--- config.mk ---
export PLATFORM = sky130hd
export DESIGN_NAME = smc_parser
export DESIGN_NICKNAME = d
export VERILOG_FILES = /design/src/rtl/smc_pkg.sv /design/src/rtl/smc_fifo.sv /design/src/rtl/smc_parser.sv /design/src/rtl/smc_remap.sv
export SDC_FILE = /design/constraint.sdc
export NUM_CORES = 1
export LEC_CHECK = 0
export ABC_CLOCK_PERIOD_IN_PS = 4000
export BUFFER_PORTS_ARGS = -buffer_cell sky130_fd_sc_hd__buf_4
export CORE_ASPECT_RATIO = 1.1
export CORE_UTILIZATION = 40
export DETAILED_ROUTE_END_ITERATION = 12
export PLACE_DENSITY = 0.69
export SLEW_MARGIN = 20
export SYNTH_ARGS = -nofsm -noshare
export SYNTH_HDL_FRONTEND = slang
export SYNTH_SLANG_ARGS = --single-unit
--- constraint.sdc ---
create_clock -name ref_clk -period 4 [get_ports ref_clk]
set_input_delay 0.6 -clock ref_clk [delete_from_list [all_inputs] [get_ports ref_clk]]
set_output_delay 0.6 -clock ref_clk [all_outputs]
set_load 0.005 [all_outputs]
--- src/rtl/smc_pkg.sv ---
// smc_pkg: constants shared by the serial monitor command parser.
// assumes a single synchronous clock domain and byte-wide receive data.
package smc_pkg;
   // register addresses in the monitor working area and test rom
   localparam logic [15:0] ADDR_COMMAND_BYTE = 16'h0056;
   localparam logic [15:0] ADDR_MODE_FLAGS = 16'h0057;
   localparam logic [15:0] ADDR_DATA_BUF = 16'h0058;
   localparam logic [15:0] ADDR_TARGET_PTR = 16'h005C;
   localparam logic [15:0] ADDR_USER_PC = 16'h005E;
   localparam logic [15:0] ADDR_USER_WSEL = 16'h0060;
   localparam logic [15:0] ADDR_USER_PSTAT = 16'h0062;
   localparam logic [15:0] ADDR_SER_CTRL = 16'h2215;
   localparam logic [15:0] ADDR_BAUD = 16'h2216;
   localparam logic [15:0] ADDR_PULSE = 16'h221C;
   localparam logic [15:0] ADDR_MON_BASE = 16'h2000;
   // reset values
   localparam logic [15:0] RST_USER_PC = 16'h2080;
   localparam logic [15:0] RST_USER_WSEL = 16'h1000;
   localparam logic [15:0] RST_USER_PSTAT = 16'h0200;
   localparam logic [7:0] RST_SER_CTRL = 8'h09;
   localparam logic [15:0] RST_BAUD = 16'h8067;
   localparam logic [15:0] RST_PULSE = 16'h80FF;
   // field positions and command codes
   localparam int DATA_LATCH_BIT = 0;
   localparam logic [7:0] CMD_MAX = 8'h1F;
   localparam logic [7:0] CMD_LATCH_NEXT = 8'h00;
   localparam logic [7:0] CMD_BUF_TO_PTR = 8'h0A;
   localparam logic [7:0] CMD_RUN = 8'h12;
   localparam logic [7:0] CMD_HALT = 8'h13;
   // otp remap: low 24k window at a000, high 8k window at 8000
   localparam logic [15:0] OTP_LOW_BASE = 16'hA000;
   localparam logic [15:0] OTP_HIGH_BASE = 16'h8000;
   localparam logic [15:0] OTP_HIGH_END = 16'h9FFF;
   localparam logic [15:0] OTP_HIGH_OFS = 16'h6000;
   typedef enum logic [1:0] {SMC_LOCKED, SMC_IDLE, SMC_EXEC, SMC_USER}
      smc_state_e;
endpackage : smc_pkg

--- src/rtl/smc_fifo.sv ---
// smc_fifo: synchronous fifo between the serial receiver and the parser.
// assumes one clock and a synchronous active-high reset.
`timescale 1ns/1ps
module smc_fifo #(
   parameter int WIDTH = 8,
   parameter int DEPTH = 16
) (
   input wire logic ref_clk,
   input wire logic reset,
   input wire logic [WIDTH-1:0] in_data,
   input wire logic in_valid,
   output logic in_ready,
   output logic [WIDTH-1:0] out_data,
   output logic out_valid,
   input wire logic out_ready
);
   localparam int AW = $clog2(DEPTH);
   if (DEPTH < 2 || (1 << AW) != DEPTH) begin : g_bad_depth
      $error("smc_fifo depth must be a power of two");
   end
   logic [WIDTH-1:0] mem [DEPTH];
   logic [AW:0] wr_r;
   logic [AW:0] rd_r;
   wire push = in_valid && in_ready;
   wire pop = out_valid && out_ready;
   assign in_ready = (wr_r - rd_r) != (AW+1)'(DEPTH);
   assign out_valid = wr_r != rd_r;
   assign out_data = mem[rd_r[AW-1:0]];
   always_ff @(posedge ref_clk) begin
      if (push)
         mem[wr_r[AW-1:0]] <= in_data;
   end
   always_ff @(posedge ref_clk) begin
      if (reset) begin
         wr_r <= '0;
         rd_r <= '0;
      end else begin
         if (push)
            wr_r <= wr_r + 1'b1;
         if (pop)
            rd_r <= rd_r + 1'b1;
      end
   end
endmodule : smc_fifo

--- src/rtl/smc_parser.sv ---
// smc_parser: byte classifier and command executor of the serial monitor.
// assumes received bytes arrive as valid strobes on ref_clk; register
// access uses a simple 16-bit address port with byte-wide data.
`timescale 1ns/1ps
module smc_parser
   import smc_pkg::*;
#(
   parameter int FIFO_DEPTH = 16
) (
   input wire logic ref_clk,
   input wire logic reset,
   input wire logic key_programmed,
   input wire logic [7:0] rx_byte,
   input wire logic rx_valid,
   output logic rx_ready,
   input wire logic user_stop,
   input wire logic [15:0] cpu_pc,
   input wire logic [15:0] cpu_wsel,
   input wire logic [15:0] cpu_pstat,
   input wire logic [15:0] reg_addr,
   input wire logic reg_wr,
   input wire logic [7:0] reg_wdata,
   output logic [7:0] reg_rdata,
   output logic locked,
   output logic monitor_idle,
   output logic user_running,
   output logic [15:0] run_pc,
   output logic [15:0] monitor_pc,
   output logic [7:0] live_ser_ctrl,
   output logic [15:0] live_baud,
   output logic [15:0] live_pulse,
   output logic otp_hit,
   output logic [14:0] otp_offset
);
   if (FIFO_DEPTH < 2) begin : g_bad_depth
      $error("smc_parser fifo depth too small");
   end

   smc_state_e state_r;
   smc_state_e state_nxt;
   logic started_r;
   logic [7:0] cmd_r;
   logic [7:0] flags_r;
   logic [31:0] data_r;
   logic [15:0] ptr_r;
   logic [15:0] upc_r;
   logic [15:0] uwsel_r;
   logic [15:0] upstat_r;
   logic [7:0] dser_r;
   logic [15:0] dbaud_r;
   logic [15:0] dpulse_r;
   logic [15:0] run_pc_r;
   logic [7:0] live_ser_r;
   logic [15:0] live_baud_r;
   logic [15:0] live_pulse_r;
   logic param_dirty_r;

   logic [7:0] q_byte;
   logic q_valid;
   logic take;

   // received bytes wait here while a command executes or user code runs
   smc_fifo #(.WIDTH(8), .DEPTH(FIFO_DEPTH)) u_fifo (
      .ref_clk(ref_clk),
      .reset(reset),
      .in_data(rx_byte),
      .in_valid(rx_valid),
      .in_ready(rx_ready),
      .out_data(q_byte),
      .out_valid(q_valid),
      .out_ready(take)
   );

   smc_remap u_remap (
      .mon_addr(ptr_r),
      .otp_hit(otp_hit),
      .otp_offset(otp_offset)
   );

   // classification of the byte at the head of the queue
   // nothing leaves the queue before the lock decision has been made
   assign take = q_valid && started_r && state_r == SMC_IDLE;
   wire latch_set = flags_r[DATA_LATCH_BIT];
   wire is_data = q_byte > CMD_MAX || latch_set;
   wire take_data = take && is_data;
   wire take_cmd = take && !is_data;
   wire exec_now = state_r == SMC_EXEC;
   wire do_latch = exec_now && cmd_r == CMD_LATCH_NEXT;
   wire do_to_ptr = exec_now && cmd_r == CMD_BUF_TO_PTR;
   wire do_run = exec_now && cmd_r == CMD_RUN;
   wire stop_user = state_r == SMC_USER && user_stop;

   // register port decode
   wire wr_cmd = reg_wr && reg_addr == ADDR_COMMAND_BYTE;
   wire wr_flags = reg_wr && reg_addr == ADDR_MODE_FLAGS;
   wire [15:0] dofs = reg_addr - ADDR_DATA_BUF;
   wire wr_data = reg_wr && reg_addr >= ADDR_DATA_BUF && dofs < 16'h0004;
   wire [1:0] dlane = dofs[1:0];
   wire wr_ptr_lo = reg_wr && reg_addr == ADDR_TARGET_PTR;
   wire wr_ptr_hi = reg_wr && reg_addr == ADDR_TARGET_PTR + 16'h0001;
   wire wr_pc_lo = reg_wr && reg_addr == ADDR_USER_PC;
   wire wr_pc_hi = reg_wr && reg_addr == ADDR_USER_PC + 16'h0001;
   wire wr_ws_lo = reg_wr && reg_addr == ADDR_USER_WSEL;
   wire wr_ws_hi = reg_wr && reg_addr == ADDR_USER_WSEL + 16'h0001;
   wire wr_ps_lo = reg_wr && reg_addr == ADDR_USER_PSTAT;
   wire wr_ps_hi = reg_wr && reg_addr == ADDR_USER_PSTAT + 16'h0001;
   wire wr_ser = reg_wr && reg_addr == ADDR_SER_CTRL;
   wire wr_bd_lo = reg_wr && reg_addr == ADDR_BAUD;
   wire wr_bd_hi = reg_wr && reg_addr == ADDR_BAUD + 16'h0001;
   wire wr_pw_lo = reg_wr && reg_addr == ADDR_PULSE;
   wire wr_pw_hi = reg_wr && reg_addr == ADDR_PULSE + 16'h0001;
   wire wr_param = wr_ser || wr_bd_lo || wr_bd_hi || wr_pw_lo || wr_pw_hi;

   always_comb begin
      state_nxt = state_r;
      case (state_r)
         SMC_LOCKED:
            state_nxt = SMC_LOCKED;
         SMC_IDLE:
            if (take_cmd)
               state_nxt = SMC_EXEC;
         SMC_EXEC:
            state_nxt = do_run ? SMC_USER : SMC_IDLE;
         SMC_USER:
            if (user_stop)
               state_nxt = SMC_IDLE;
         default:
            state_nxt = SMC_IDLE;
      endcase
   end

   // entry decision is taken on the first clock after reset release
   always_ff @(posedge ref_clk) begin
      if (reset) begin
         started_r <= 1'b0;
         state_r <= SMC_IDLE;
      end else begin
         started_r <= 1'b1;
         if (!started_r)
            state_r <= key_programmed ? SMC_LOCKED : SMC_IDLE;
         else
            state_r <= state_nxt;
      end
   end

   always_ff @(posedge ref_clk) begin
      if (reset)
         cmd_r <= 8'h00;
      else if (take_cmd)
         cmd_r <= q_byte;
      else if (wr_cmd)
         cmd_r <= reg_wdata;
   end

   // flag clear on data take; a latch command in the same cycle is
   // impossible because execution and taking never overlap
   always_ff @(posedge ref_clk) begin
      if (reset)
         flags_r <= 8'h00;
      else if (do_latch)
         flags_r[DATA_LATCH_BIT] <= 1'b1;
      else if (take_data)
         flags_r[DATA_LATCH_BIT] <= 1'b0;
      else if (wr_flags)
         flags_r <= reg_wdata;
   end

   always_ff @(posedge ref_clk) begin
      if (reset)
         data_r <= 32'h0000_0000;
      else if (take_data)
         data_r <= {data_r[23:0], q_byte};
      else if (wr_data)
         data_r[8*dlane +: 8] <= reg_wdata;
   end

   // addresses are held as 16 bits throughout the monitor
   always_ff @(posedge ref_clk) begin
      if (reset)
         ptr_r <= 16'h0000;
      else if (do_to_ptr)
         ptr_r <= data_r[15:0];
      else if (wr_ptr_lo)
         ptr_r[7:0] <= reg_wdata;
      else if (wr_ptr_hi)
         ptr_r[15:8] <= reg_wdata;
   end

   always_ff @(posedge ref_clk) begin
      if (reset) begin
         upc_r <= RST_USER_PC;
         uwsel_r <= RST_USER_WSEL;
         upstat_r <= RST_USER_PSTAT;
      end else if (stop_user) begin
         upc_r <= cpu_pc;
         uwsel_r <= cpu_wsel;
         upstat_r <= cpu_pstat;
      end else begin
         if (wr_pc_lo)
            upc_r[7:0] <= reg_wdata;
         if (wr_pc_hi)
            upc_r[15:8] <= reg_wdata;
         if (wr_ws_lo)
            uwsel_r[7:0] <= reg_wdata;
         if (wr_ws_hi)
            uwsel_r[15:8] <= reg_wdata;
         if (wr_ps_lo)
            upstat_r[7:0] <= reg_wdata;
         if (wr_ps_hi)
            upstat_r[15:8] <= reg_wdata;
      end
   end

   always_ff @(posedge ref_clk) begin
      if (reset)
         run_pc_r <= RST_USER_PC;
      else if (do_run)
         run_pc_r <= upc_r;
   end

   always_ff @(posedge ref_clk) begin
      if (reset) begin
         dser_r <= RST_SER_CTRL;
         dbaud_r <= RST_BAUD;
         dpulse_r <= RST_PULSE;
      end else begin
         if (wr_ser)
            dser_r <= reg_wdata;
         if (wr_bd_lo)
            dbaud_r[7:0] <= reg_wdata;
         if (wr_bd_hi)
            dbaud_r[15:8] <= reg_wdata;
         if (wr_pw_lo)
            dpulse_r[7:0] <= reg_wdata;
         if (wr_pw_hi)
            dpulse_r[15:8] <= reg_wdata;
      end
   end

   // copy happens one cycle after the write so all lanes have settled
   always_ff @(posedge ref_clk) begin
      if (reset) begin
         param_dirty_r <= 1'b0;
         live_ser_r <= RST_SER_CTRL;
         live_baud_r <= RST_BAUD;
         live_pulse_r <= RST_PULSE;
      end else begin
         param_dirty_r <= wr_param;
         if (param_dirty_r) begin
            live_ser_r <= dser_r;
            live_baud_r <= dbaud_r;
            live_pulse_r <= dpulse_r;
         end
      end
   end

   // read mux; unmapped addresses read zero
   always_comb begin
      reg_rdata = 8'h00;
      if (reg_addr == ADDR_COMMAND_BYTE)
         reg_rdata = cmd_r;
      else if (reg_addr == ADDR_MODE_FLAGS)
         reg_rdata = flags_r;
      else if (reg_addr >= ADDR_DATA_BUF && dofs < 16'h0004)
         reg_rdata = data_r[8*dlane +: 8];
      else if (reg_addr == ADDR_TARGET_PTR)
         reg_rdata = ptr_r[7:0];
      else if (reg_addr == ADDR_TARGET_PTR + 16'h0001)
         reg_rdata = ptr_r[15:8];
      else if (reg_addr == ADDR_USER_PC)
         reg_rdata = upc_r[7:0];
      else if (reg_addr == ADDR_USER_PC + 16'h0001)
         reg_rdata = upc_r[15:8];
      else if (reg_addr == ADDR_USER_WSEL)
         reg_rdata = uwsel_r[7:0];
      else if (reg_addr == ADDR_USER_WSEL + 16'h0001)
         reg_rdata = uwsel_r[15:8];
      else if (reg_addr == ADDR_USER_PSTAT)
         reg_rdata = upstat_r[7:0];
      else if (reg_addr == ADDR_USER_PSTAT + 16'h0001)
         reg_rdata = upstat_r[15:8];
      else if (reg_addr == ADDR_SER_CTRL)
         reg_rdata = dser_r;
      else if (reg_addr == ADDR_BAUD)
         reg_rdata = dbaud_r[7:0];
      else if (reg_addr == ADDR_BAUD + 16'h0001)
         reg_rdata = dbaud_r[15:8];
      else if (reg_addr == ADDR_PULSE)
         reg_rdata = dpulse_r[7:0];
      else if (reg_addr == ADDR_PULSE + 16'h0001)
         reg_rdata = dpulse_r[15:8];
   end

   assign locked = state_r == SMC_LOCKED;
   assign monitor_idle = state_r == SMC_IDLE;
   assign user_running = state_r == SMC_USER;
   assign run_pc = run_pc_r;
   assign monitor_pc = ADDR_MON_BASE;
   assign live_ser_ctrl = live_ser_r;
   assign live_baud = live_baud_r;
   assign live_pulse = live_pulse_r;

   a_data_shift: assert property (@(posedge ref_clk) disable iff (reset)
      take_data |=> data_r == {$past(data_r[23:0]), $past(q_byte)})
      else $error("data buffer did not shift in byte");
   a_cmd_latch: assert property (@(posedge ref_clk) disable iff (reset)
      take_cmd |=> cmd_r == $past(q_byte) && state_r == SMC_EXEC)
      else $error("command byte not latched");
   a_flag_set: assert property (@(posedge ref_clk) disable iff (reset)
      do_latch |=> flags_r[DATA_LATCH_BIT])
      else $error("latch command did not set flag");
   a_flag_clear: assert property (@(posedge ref_clk) disable iff (reset)
      take_data |=> !flags_r[DATA_LATCH_BIT])
      else $error("flag not cleared after data");
   a_ptr_move: assert property (@(posedge ref_clk) disable iff (reset)
      do_to_ptr |=> ptr_r == $past(data_r[15:0]))
      else $error("pointer not loaded from buffer");
   a_exec_return: assert property (@(posedge ref_clk) disable iff (reset)
      exec_now && !do_run |=> state_r == SMC_IDLE)
      else $error("no return to idle after command");
   a_lock_stay: assert property (@(posedge ref_clk) disable iff (reset)
      locked |=> locked [*3])
      else $error("locked state left");
   a_run_pc: assert property (@(posedge ref_clk) disable iff (reset)
      do_run |=> user_running && run_pc == $past(upc_r))
      else $error("run did not load user pc");
   a_user_save: assert property (@(posedge ref_clk) disable iff (reset)
      stop_user |=> upc_r == $past(cpu_pc) && upstat_r == $past(cpu_pstat))
      else $error("user state not saved on stop");
   a_param_copy: assert property (@(posedge ref_clk) disable iff (reset)
      wr_ser |-> ##2 live_ser_ctrl == $past(reg_wdata, 2))
      else $error("serial control not copied");
endmodule : smc_parser

--- src/rtl/smc_remap.sv ---
// smc_remap: translates a 16-bit monitor address to an otp array offset.
// assumes the monitor runs with 16-bit addresses only.
`timescale 1ns/1ps
module smc_remap
   import smc_pkg::*;
(
   input wire logic [15:0] mon_addr,
   output logic otp_hit,
   output logic [14:0] otp_offset
);
   wire low_win = mon_addr >= OTP_LOW_BASE;
   wire high_win = mon_addr >= OTP_HIGH_BASE && mon_addr <= OTP_HIGH_END;
   wire [15:0] low_ofs = mon_addr - OTP_LOW_BASE;
   wire [15:0] high_ofs = mon_addr - OTP_HIGH_BASE + OTP_HIGH_OFS;
   assign otp_hit = low_win || high_win;
   assign otp_offset = low_win ? low_ofs[14:0] : high_ofs[14:0];
endmodule : smc_remap

---- Word-level counts from Yosys, hierarchy flattened ----
Memory sizes are Yosys's and may differ from the RTL's. A register that Yosys moved wholly into a read port is not among the register bits.
Index checks and enable logic that the tools add are counted.
storage, ports and cells
  input bits .............................. 86
  bits in writable memories ............... 128
  memories ................................ 1
  bits in registers ....................... 222
  output and inout port bits .............. 100
  latch bits .............................. 0
  word-level logic and storage cells ...... 172
  bits in read-only memories .............. 0
memory list
  name        words  bits a word  rd ports  clocked after Yosys merged registers in  write ports  RTL line        RTL
  u_fifo.mem  16     8            1         1                                        1            smc_fifo.sv:21  logic [WIDTH-1:0] mem [DEPTH];
operators by class
  add/sub/neg operators ................... 8
  multipliers ............................. 0
  $lt $le $gt $ge ......................... 6
  shifts and indexed selects .............. 3
  equality and inequality tests ........... 25
  bitwise operators ....................... 2
  reductions and logical operators ........ 52
  divide/modulo/power cells ............... 0
  multiplexer cells ....................... 49
operators by type and width
  operator                                                                              count
  8-bit two-way mux                                                                     27
  16-bit by 7-bit equality test with 1-bit output, second input constant                10
  16-bit by 14-bit equality test with 1-bit output, second input constant               5
  16-bit two-way mux                                                                    4
  32-bit two-way mux                                                                    2
  5-bit negation with 34-bit output                                                     1
  8-bit by 34-bit variable shift with 32-bit output, first input constant               1
  8-bit by 34-bit indexed part select with 32-bit output                                1
  32-bit bitwise mux                                                                    1
  16-bit greater-or-equal comparator, second input constant                             2
  32-bit by 6-bit indexed part select with 8-bit output                                 1
  1-bit logical AND                                                                     29
  2-bit nonzero test                                                                    10
  16-bit by 7-bit greater-or-equal comparator with 1-bit output, second input constant  1
  16-bit less-or-equal comparator, second input constant                                1
  16-bit by 3-bit < comparator with 1-bit output, second input constant                 1
  16-bit by 7-bit subtractor with 16-bit output, second input constant                  1
  15-bit adder, second input constant                                                   1
  15-bit two-way mux                                                                    1
  15-bit by 1-bit subtractor with 15-bit output, second input constant                  1
  15-bit by 14-bit subtractor with 15-bit output, second input constant                 1
  5-bit by 1-bit adder with 5-bit output, second input constant                         2
  8-bit by 4-bit equality test with 1-bit output, second input constant                 1
  8-bit by 5-bit equality test with 1-bit output, second input constant                 1
  other kinds (21)                                                                      39

---- Longest topological paths before layout ----
  depth in word-level cells ............... 17
  depth in mapped cells ................... 12

---- Hierarchy ----
A second synthesis with hierarchy kept.
second synthesis, totals
  cells, all modules ...................... 1568
  area, all modules ....................... 16280.6 um2
by module, submodules not included
  module      times used  cells an instance  area each (um2)
  smc_parser  1           1269               10491.3
  smc_fifo    1           281                5664.2
  smc_remap   1           18                 125.1

---- Worst setup path after synthesis ----
Ideal clock, no wire load.
  path type ............................... in2out
  from .................................... input port reg_addr[0]
  to ...................................... output port reg_rdata[6]
  arrival ................................. 2.653 ns
  path slack .............................. 0.747 ns
  stages on the path ...................... 11
  cells stage by stage .................... buf_2 -> inv_1 -> ha_1 -> clkbuf_1 -> nand3b_1 -> nor2_1 -> a31oi_1 -> a221o_1 -> a221oi_1 -> nor4b_2 -> o21a_1
between the ends
  cells in the longest elaborated chain, start to end .. 17
  elaborated cells between the ends (all ways) .. 36
  classes of those cells .................. add/sub (1); order compare (2); eq/ne (15); shift (1); mux (16); reduce/logical (1)
RTL lines
  element                                           RTL line           RTL
  from (decl)                                       smc_parser.sv:20   input wire logic [15:0] reg_addr,
  16-bit by 14-bit equality test with 1-bit output  smc_parser.sv:290  else if (reg_addr == ADDR_PULSE + 16'h0001)
  8-bit two-way mux                                 smc_parser.sv:290
  8-bit two-way mux                                 smc_parser.sv:288  else if (reg_addr == ADDR_PULSE)
  8-bit two-way mux                                 smc_parser.sv:286  else if (reg_addr == ADDR_BAUD + 16'h0001)
  8-bit two-way mux                                 smc_parser.sv:284  else if (reg_addr == ADDR_BAUD)
  8-bit two-way mux                                 smc_parser.sv:282  else if (reg_addr == ADDR_SER_CTRL)
  8-bit two-way mux                                 smc_parser.sv:280  else if (reg_addr == ADDR_USER_PSTAT + 16'h0001)
  8-bit two-way mux                                 smc_parser.sv:278  else if (reg_addr == ADDR_USER_PSTAT)
  8-bit two-way mux                                 smc_parser.sv:276  else if (reg_addr == ADDR_USER_WSEL + 16'h0001)
  8-bit two-way mux                                 smc_parser.sv:274  else if (reg_addr == ADDR_USER_WSEL)
  8-bit two-way mux                                 smc_parser.sv:272  else if (reg_addr == ADDR_USER_PC + 16'h0001)
  8-bit two-way mux                                 smc_parser.sv:270  else if (reg_addr == ADDR_USER_PC)
  8-bit two-way mux                                 smc_parser.sv:268  else if (reg_addr == ADDR_TARGET_PTR + 16'h0001)
  8-bit two-way mux                                 smc_parser.sv:266  else if (reg_addr == ADDR_TARGET_PTR)
  8-bit two-way mux                                 smc_parser.sv:264  else if (reg_addr >= ADDR_DATA_BUF && dofs < 16'h0004)
  8-bit two-way mux                                 smc_parser.sv:262  else if (reg_addr == ADDR_MODE_FLAGS)
  8-bit two-way mux (*)                             smc_parser.sv:260  if (reg_addr == ADDR_COMMAND_BYTE)
  to (decl)                                         smc_parser.sv:23   output logic [7:0] reg_rdata,
Every way passes the cells marked *; elsewhere a longest branch is shown, timed or not.

---- Worst setup path after layout ----
  from .................................... input port reg_addr[0]
  to ...................................... output port reg_rdata[0]
Same word-level chain as after synthesis.

==> flow_summary.toml <==
[sta]
finalSetupTns_ps = 0
period_share_pct = 96.8
rsz0062_at_grt = "no"
slew_headroom_pct = 37.5
worst_pin_slew_ps = 938
maxSlewViolCount = 0
period_needed_ps = 3870
setup_viol = 0
hold_viol = 0
max_clock_freq_ghz = 0.258
skew_ps = 19.1

[worst_setup_path]
crit_fanout = 22
path_class = "in2out"
cp.required_ps = 3400
r2r_cells = 7
slowest_stage = "ha_1"
path_cells = "buf_4 > inv_1 > ha_1 > nand2_1 > o21ai_0 > a221o_1 > o211ai_1 > a211oi_1 > o21ai_0 > a21oi_1 > buf_4"
critPathBufInv = 3
reg2reg_to = "data_r[24]"
endpoint_kind = "primary output"
arrival_ps = 3270
path_delay_family = "compound AO/OA/AOI/OAI gates"
rrSetupSlack_ps = 660
worst_path_largest_cell_delay_ps = 700
start_kind = "primary input"

[logic_synthesis]
synth-edff-count = 128
synthCells = 1630
synth_seq_cells = 354
ys_async_sr_fraction_pct = 0
yosys.area.top_type = "dfxtp_1"
synthTopCellsByArea = "dfxtp_1, edfxtp_1, mux2i_1"
syn_area_per_cell_um2 = 10.2
ys.flop_type = "dfxtp_1"
ys_types = 89
yosys-top-cells-count = "dfxtp_1, nor2_1, nand2_1"
seq_area_frac_synth_pct = 50.2
ys_warn_count = 0
synth_top_area_share_pct = 27.1
netlist_area_mm2 = 0.0167

[die]
die_h_um = 216
rows = 78
coreArea_mm2 = 0.0412
io_pins = 186
die_w_um = 197
die_area_mm2 = 0.0425
start_util_pct = 40.5

[clock_tree]
clockBufferDepth = 3
clock_latency_ps = 560
cts_tree = "built"
post-cts-setup-buffer-count = 0
cts_buffers = 39
cts.repair.resized = 0
cts.clk_slew.worst_paths_ps = 60
cts_hold_buf = 0
root_buffer = "clkbuf_16"
cts.sinks = 354
h-tree-depth = 2

[placement]
dpl.hpwl_um = 35300
gp_congestion = 1.00
io_buffers = 169
dpl.cell_count = 2282

[outcome]
status = "complete, no violations"

[detailed_routing]
wl_per_cell_um = 20.8
firstDrtPassIters = 6
ant_nets = 0
drt_iter0_drc = 1206
drc = 0
vias_per_cell = 5.55
wl_um = 49000
vias = 13065

[cells_and_area]
syn2layout_area_growth_pct = 17.9
finalNonFillerCells = 2355
drive_above_1_share_pct = 21.3
largest_reg_flops = 128
final_nets = 1868
n_fill_cell = 3840

[run]
drv_cap = 0

[pwr]
power-per-cell-area_mw_per_mm2 = 466
p_comb_share_pct = 15.3
p_sw_share_pct = 27.2
netSwitchingPower_mw = 2.49
internal-power_mw = 6.67
p_seq_share_pct = 45.3
peakVddDrop_mv = 0.343
p_leak_nw = 7.34
power.clock.fraction_pct = 39.4

[worst_hold_path]
worstHoldStart = "key_programmed"
hold_end = "state_r[0]"
whs_path_depth = 2
hold_path.class = "in2reg"

[grt]
antenna_found_initial = 1
track_usage_pct = 23.0
grt_overflow = 0
grt_max_degree = 111
grt_pass1_wl_um = 75200
grt_pass1_vias = 12697
## power by group through the flow
stage | Sequential [mW] | Clock, mW | Combinational [mW]
finish | 4.15 | 3.61 | 1.40
global placement | 4.22 | 0 | 1.35
detailed placement | 4.23 | 0 | 1.40
CTS | 4.15 | 3.67 | 1.41
global route | 4.18 | 3.82 | 1.52
floorplan | 4.12 | 0 | 1.05
## cell type report
cell class	count	area, µm²	share of cell area [%]
Sequential cell	354	8370	42.6
Tap cell	560	701	3.56
Inverter	22	82.6	0.420
Clock inverter	24	216	1.10
Timing Repair Buffer	220	1660	8.42
Clock buffer	48	1070	5.45
Multi-Input combinational cell	1126	7560	38.5
Antenna cell	1	2.50	0.0127
## worst max path at each step
stage | start | to | slack (ps) | cells after the start
after floorplan | reg_addr[0] | reg_rdata[6] | 750 | 11
after CTS | reg_addr[0] | reg_rdata[0] | 190 | 11
after global placement | reg_addr[0] | reg_rdata[0] | 250 | 11
after detailed placement | reg_addr[0] | reg_rdata[0] | 170 | 11
final | reg_addr[0] | reg_rdata[0] | 130 | 11
after global routing | reg_addr[0] | reg_rdata[0] | 20 | 11
## worst register-to-register path: cells and delay by family (launching register included)
kind            cells  cell delay [ps]
mux                 1              640
simple gates        4             1360
flops               1              750
compound gates      2              490
## cell families (layout without fill, tap and decap cells)
family                     after synthesis  in the layout  share of synthesized area, %
adders and majority gates               19             19                          1.43
and+or+nand+nor                        596            596                          17.0
DFF                                    354            354                          50.2
AOI/OAI and AO/OA                      318            318                          12.6
xor gates and xnor gates                11             11                         0.578
buffers and inverters                  164            314                          4.85
muxes                                  166            166                          13.4
other                                    2             17                        0.0450
## cell usage in the layout (no fill, tap or decap), types with 8 or more instances in the layout
cell | netlist | layout
nor2_1 | 226 | 226
dfxtp_1 | 226 | 224
buf_4 | 32 | 219
nand2_1 | 200 | 200
edfxtp_1 | 128 | 128
a21oi_1 | 126 | 126
mux2i_1 | 115 | 115
mux4_2 | 45 | 45
clkbuf_16 | 0 | 40
o21ai_0 | 33 | 33
a211oi_1 | 32 | 32
a311oi_1 | 26 | 26
inv_1 | 22 | 22
or2_2 | 19 | 19
ha_1 | 19 | 19
nor3_1 | 18 | 18
nand3_1 | 18 | 18
and2_1 | 16 | 16
conb_1 | 2 | 16
o22ai_1 | 15 | 15
nor2b_1 | 11 | 11
a31oi_1 | 12 | 11
o211ai_1 | 10 | 10
and3_1 | 10 | 10
clkinv_2 | 0 | 10
or3_1 | 8 | 8
a221o_1 | 8 | 8
## routing by layer
layer / share of wire, % / vias to the layer above / global-route usage, %
li1: - / 6131 / -
met1: 42 / 6347 / 29.2
met2: 48 / 477 / 38.5
met3: 5.9 / 110 / 3.64
met4: 4.0 / 0 / 10.2
met5: 0 / - / 0
## per-stage QoR
stage / utilization, % / total power, mW / setup WS (ps) / hold slack, ps / cell area [µm²]
finish: 47.7 / 9.16 / 126 / 287 / 19700
CTS: 47.7 / 9.22 / 188 / 267 / 19700
floorplan: - / 5.17 / 747 / 439 / 16700
detailed placement: 44.6 / 5.62 / 174 / 465 / 18400
global placement: 44.6 / 5.57 / 247 / 458 / 18400
global route: 47.7 / 9.52 / 19.7 / 258 / 19700
Note: power is estimated with default switching activity, not from simulation.
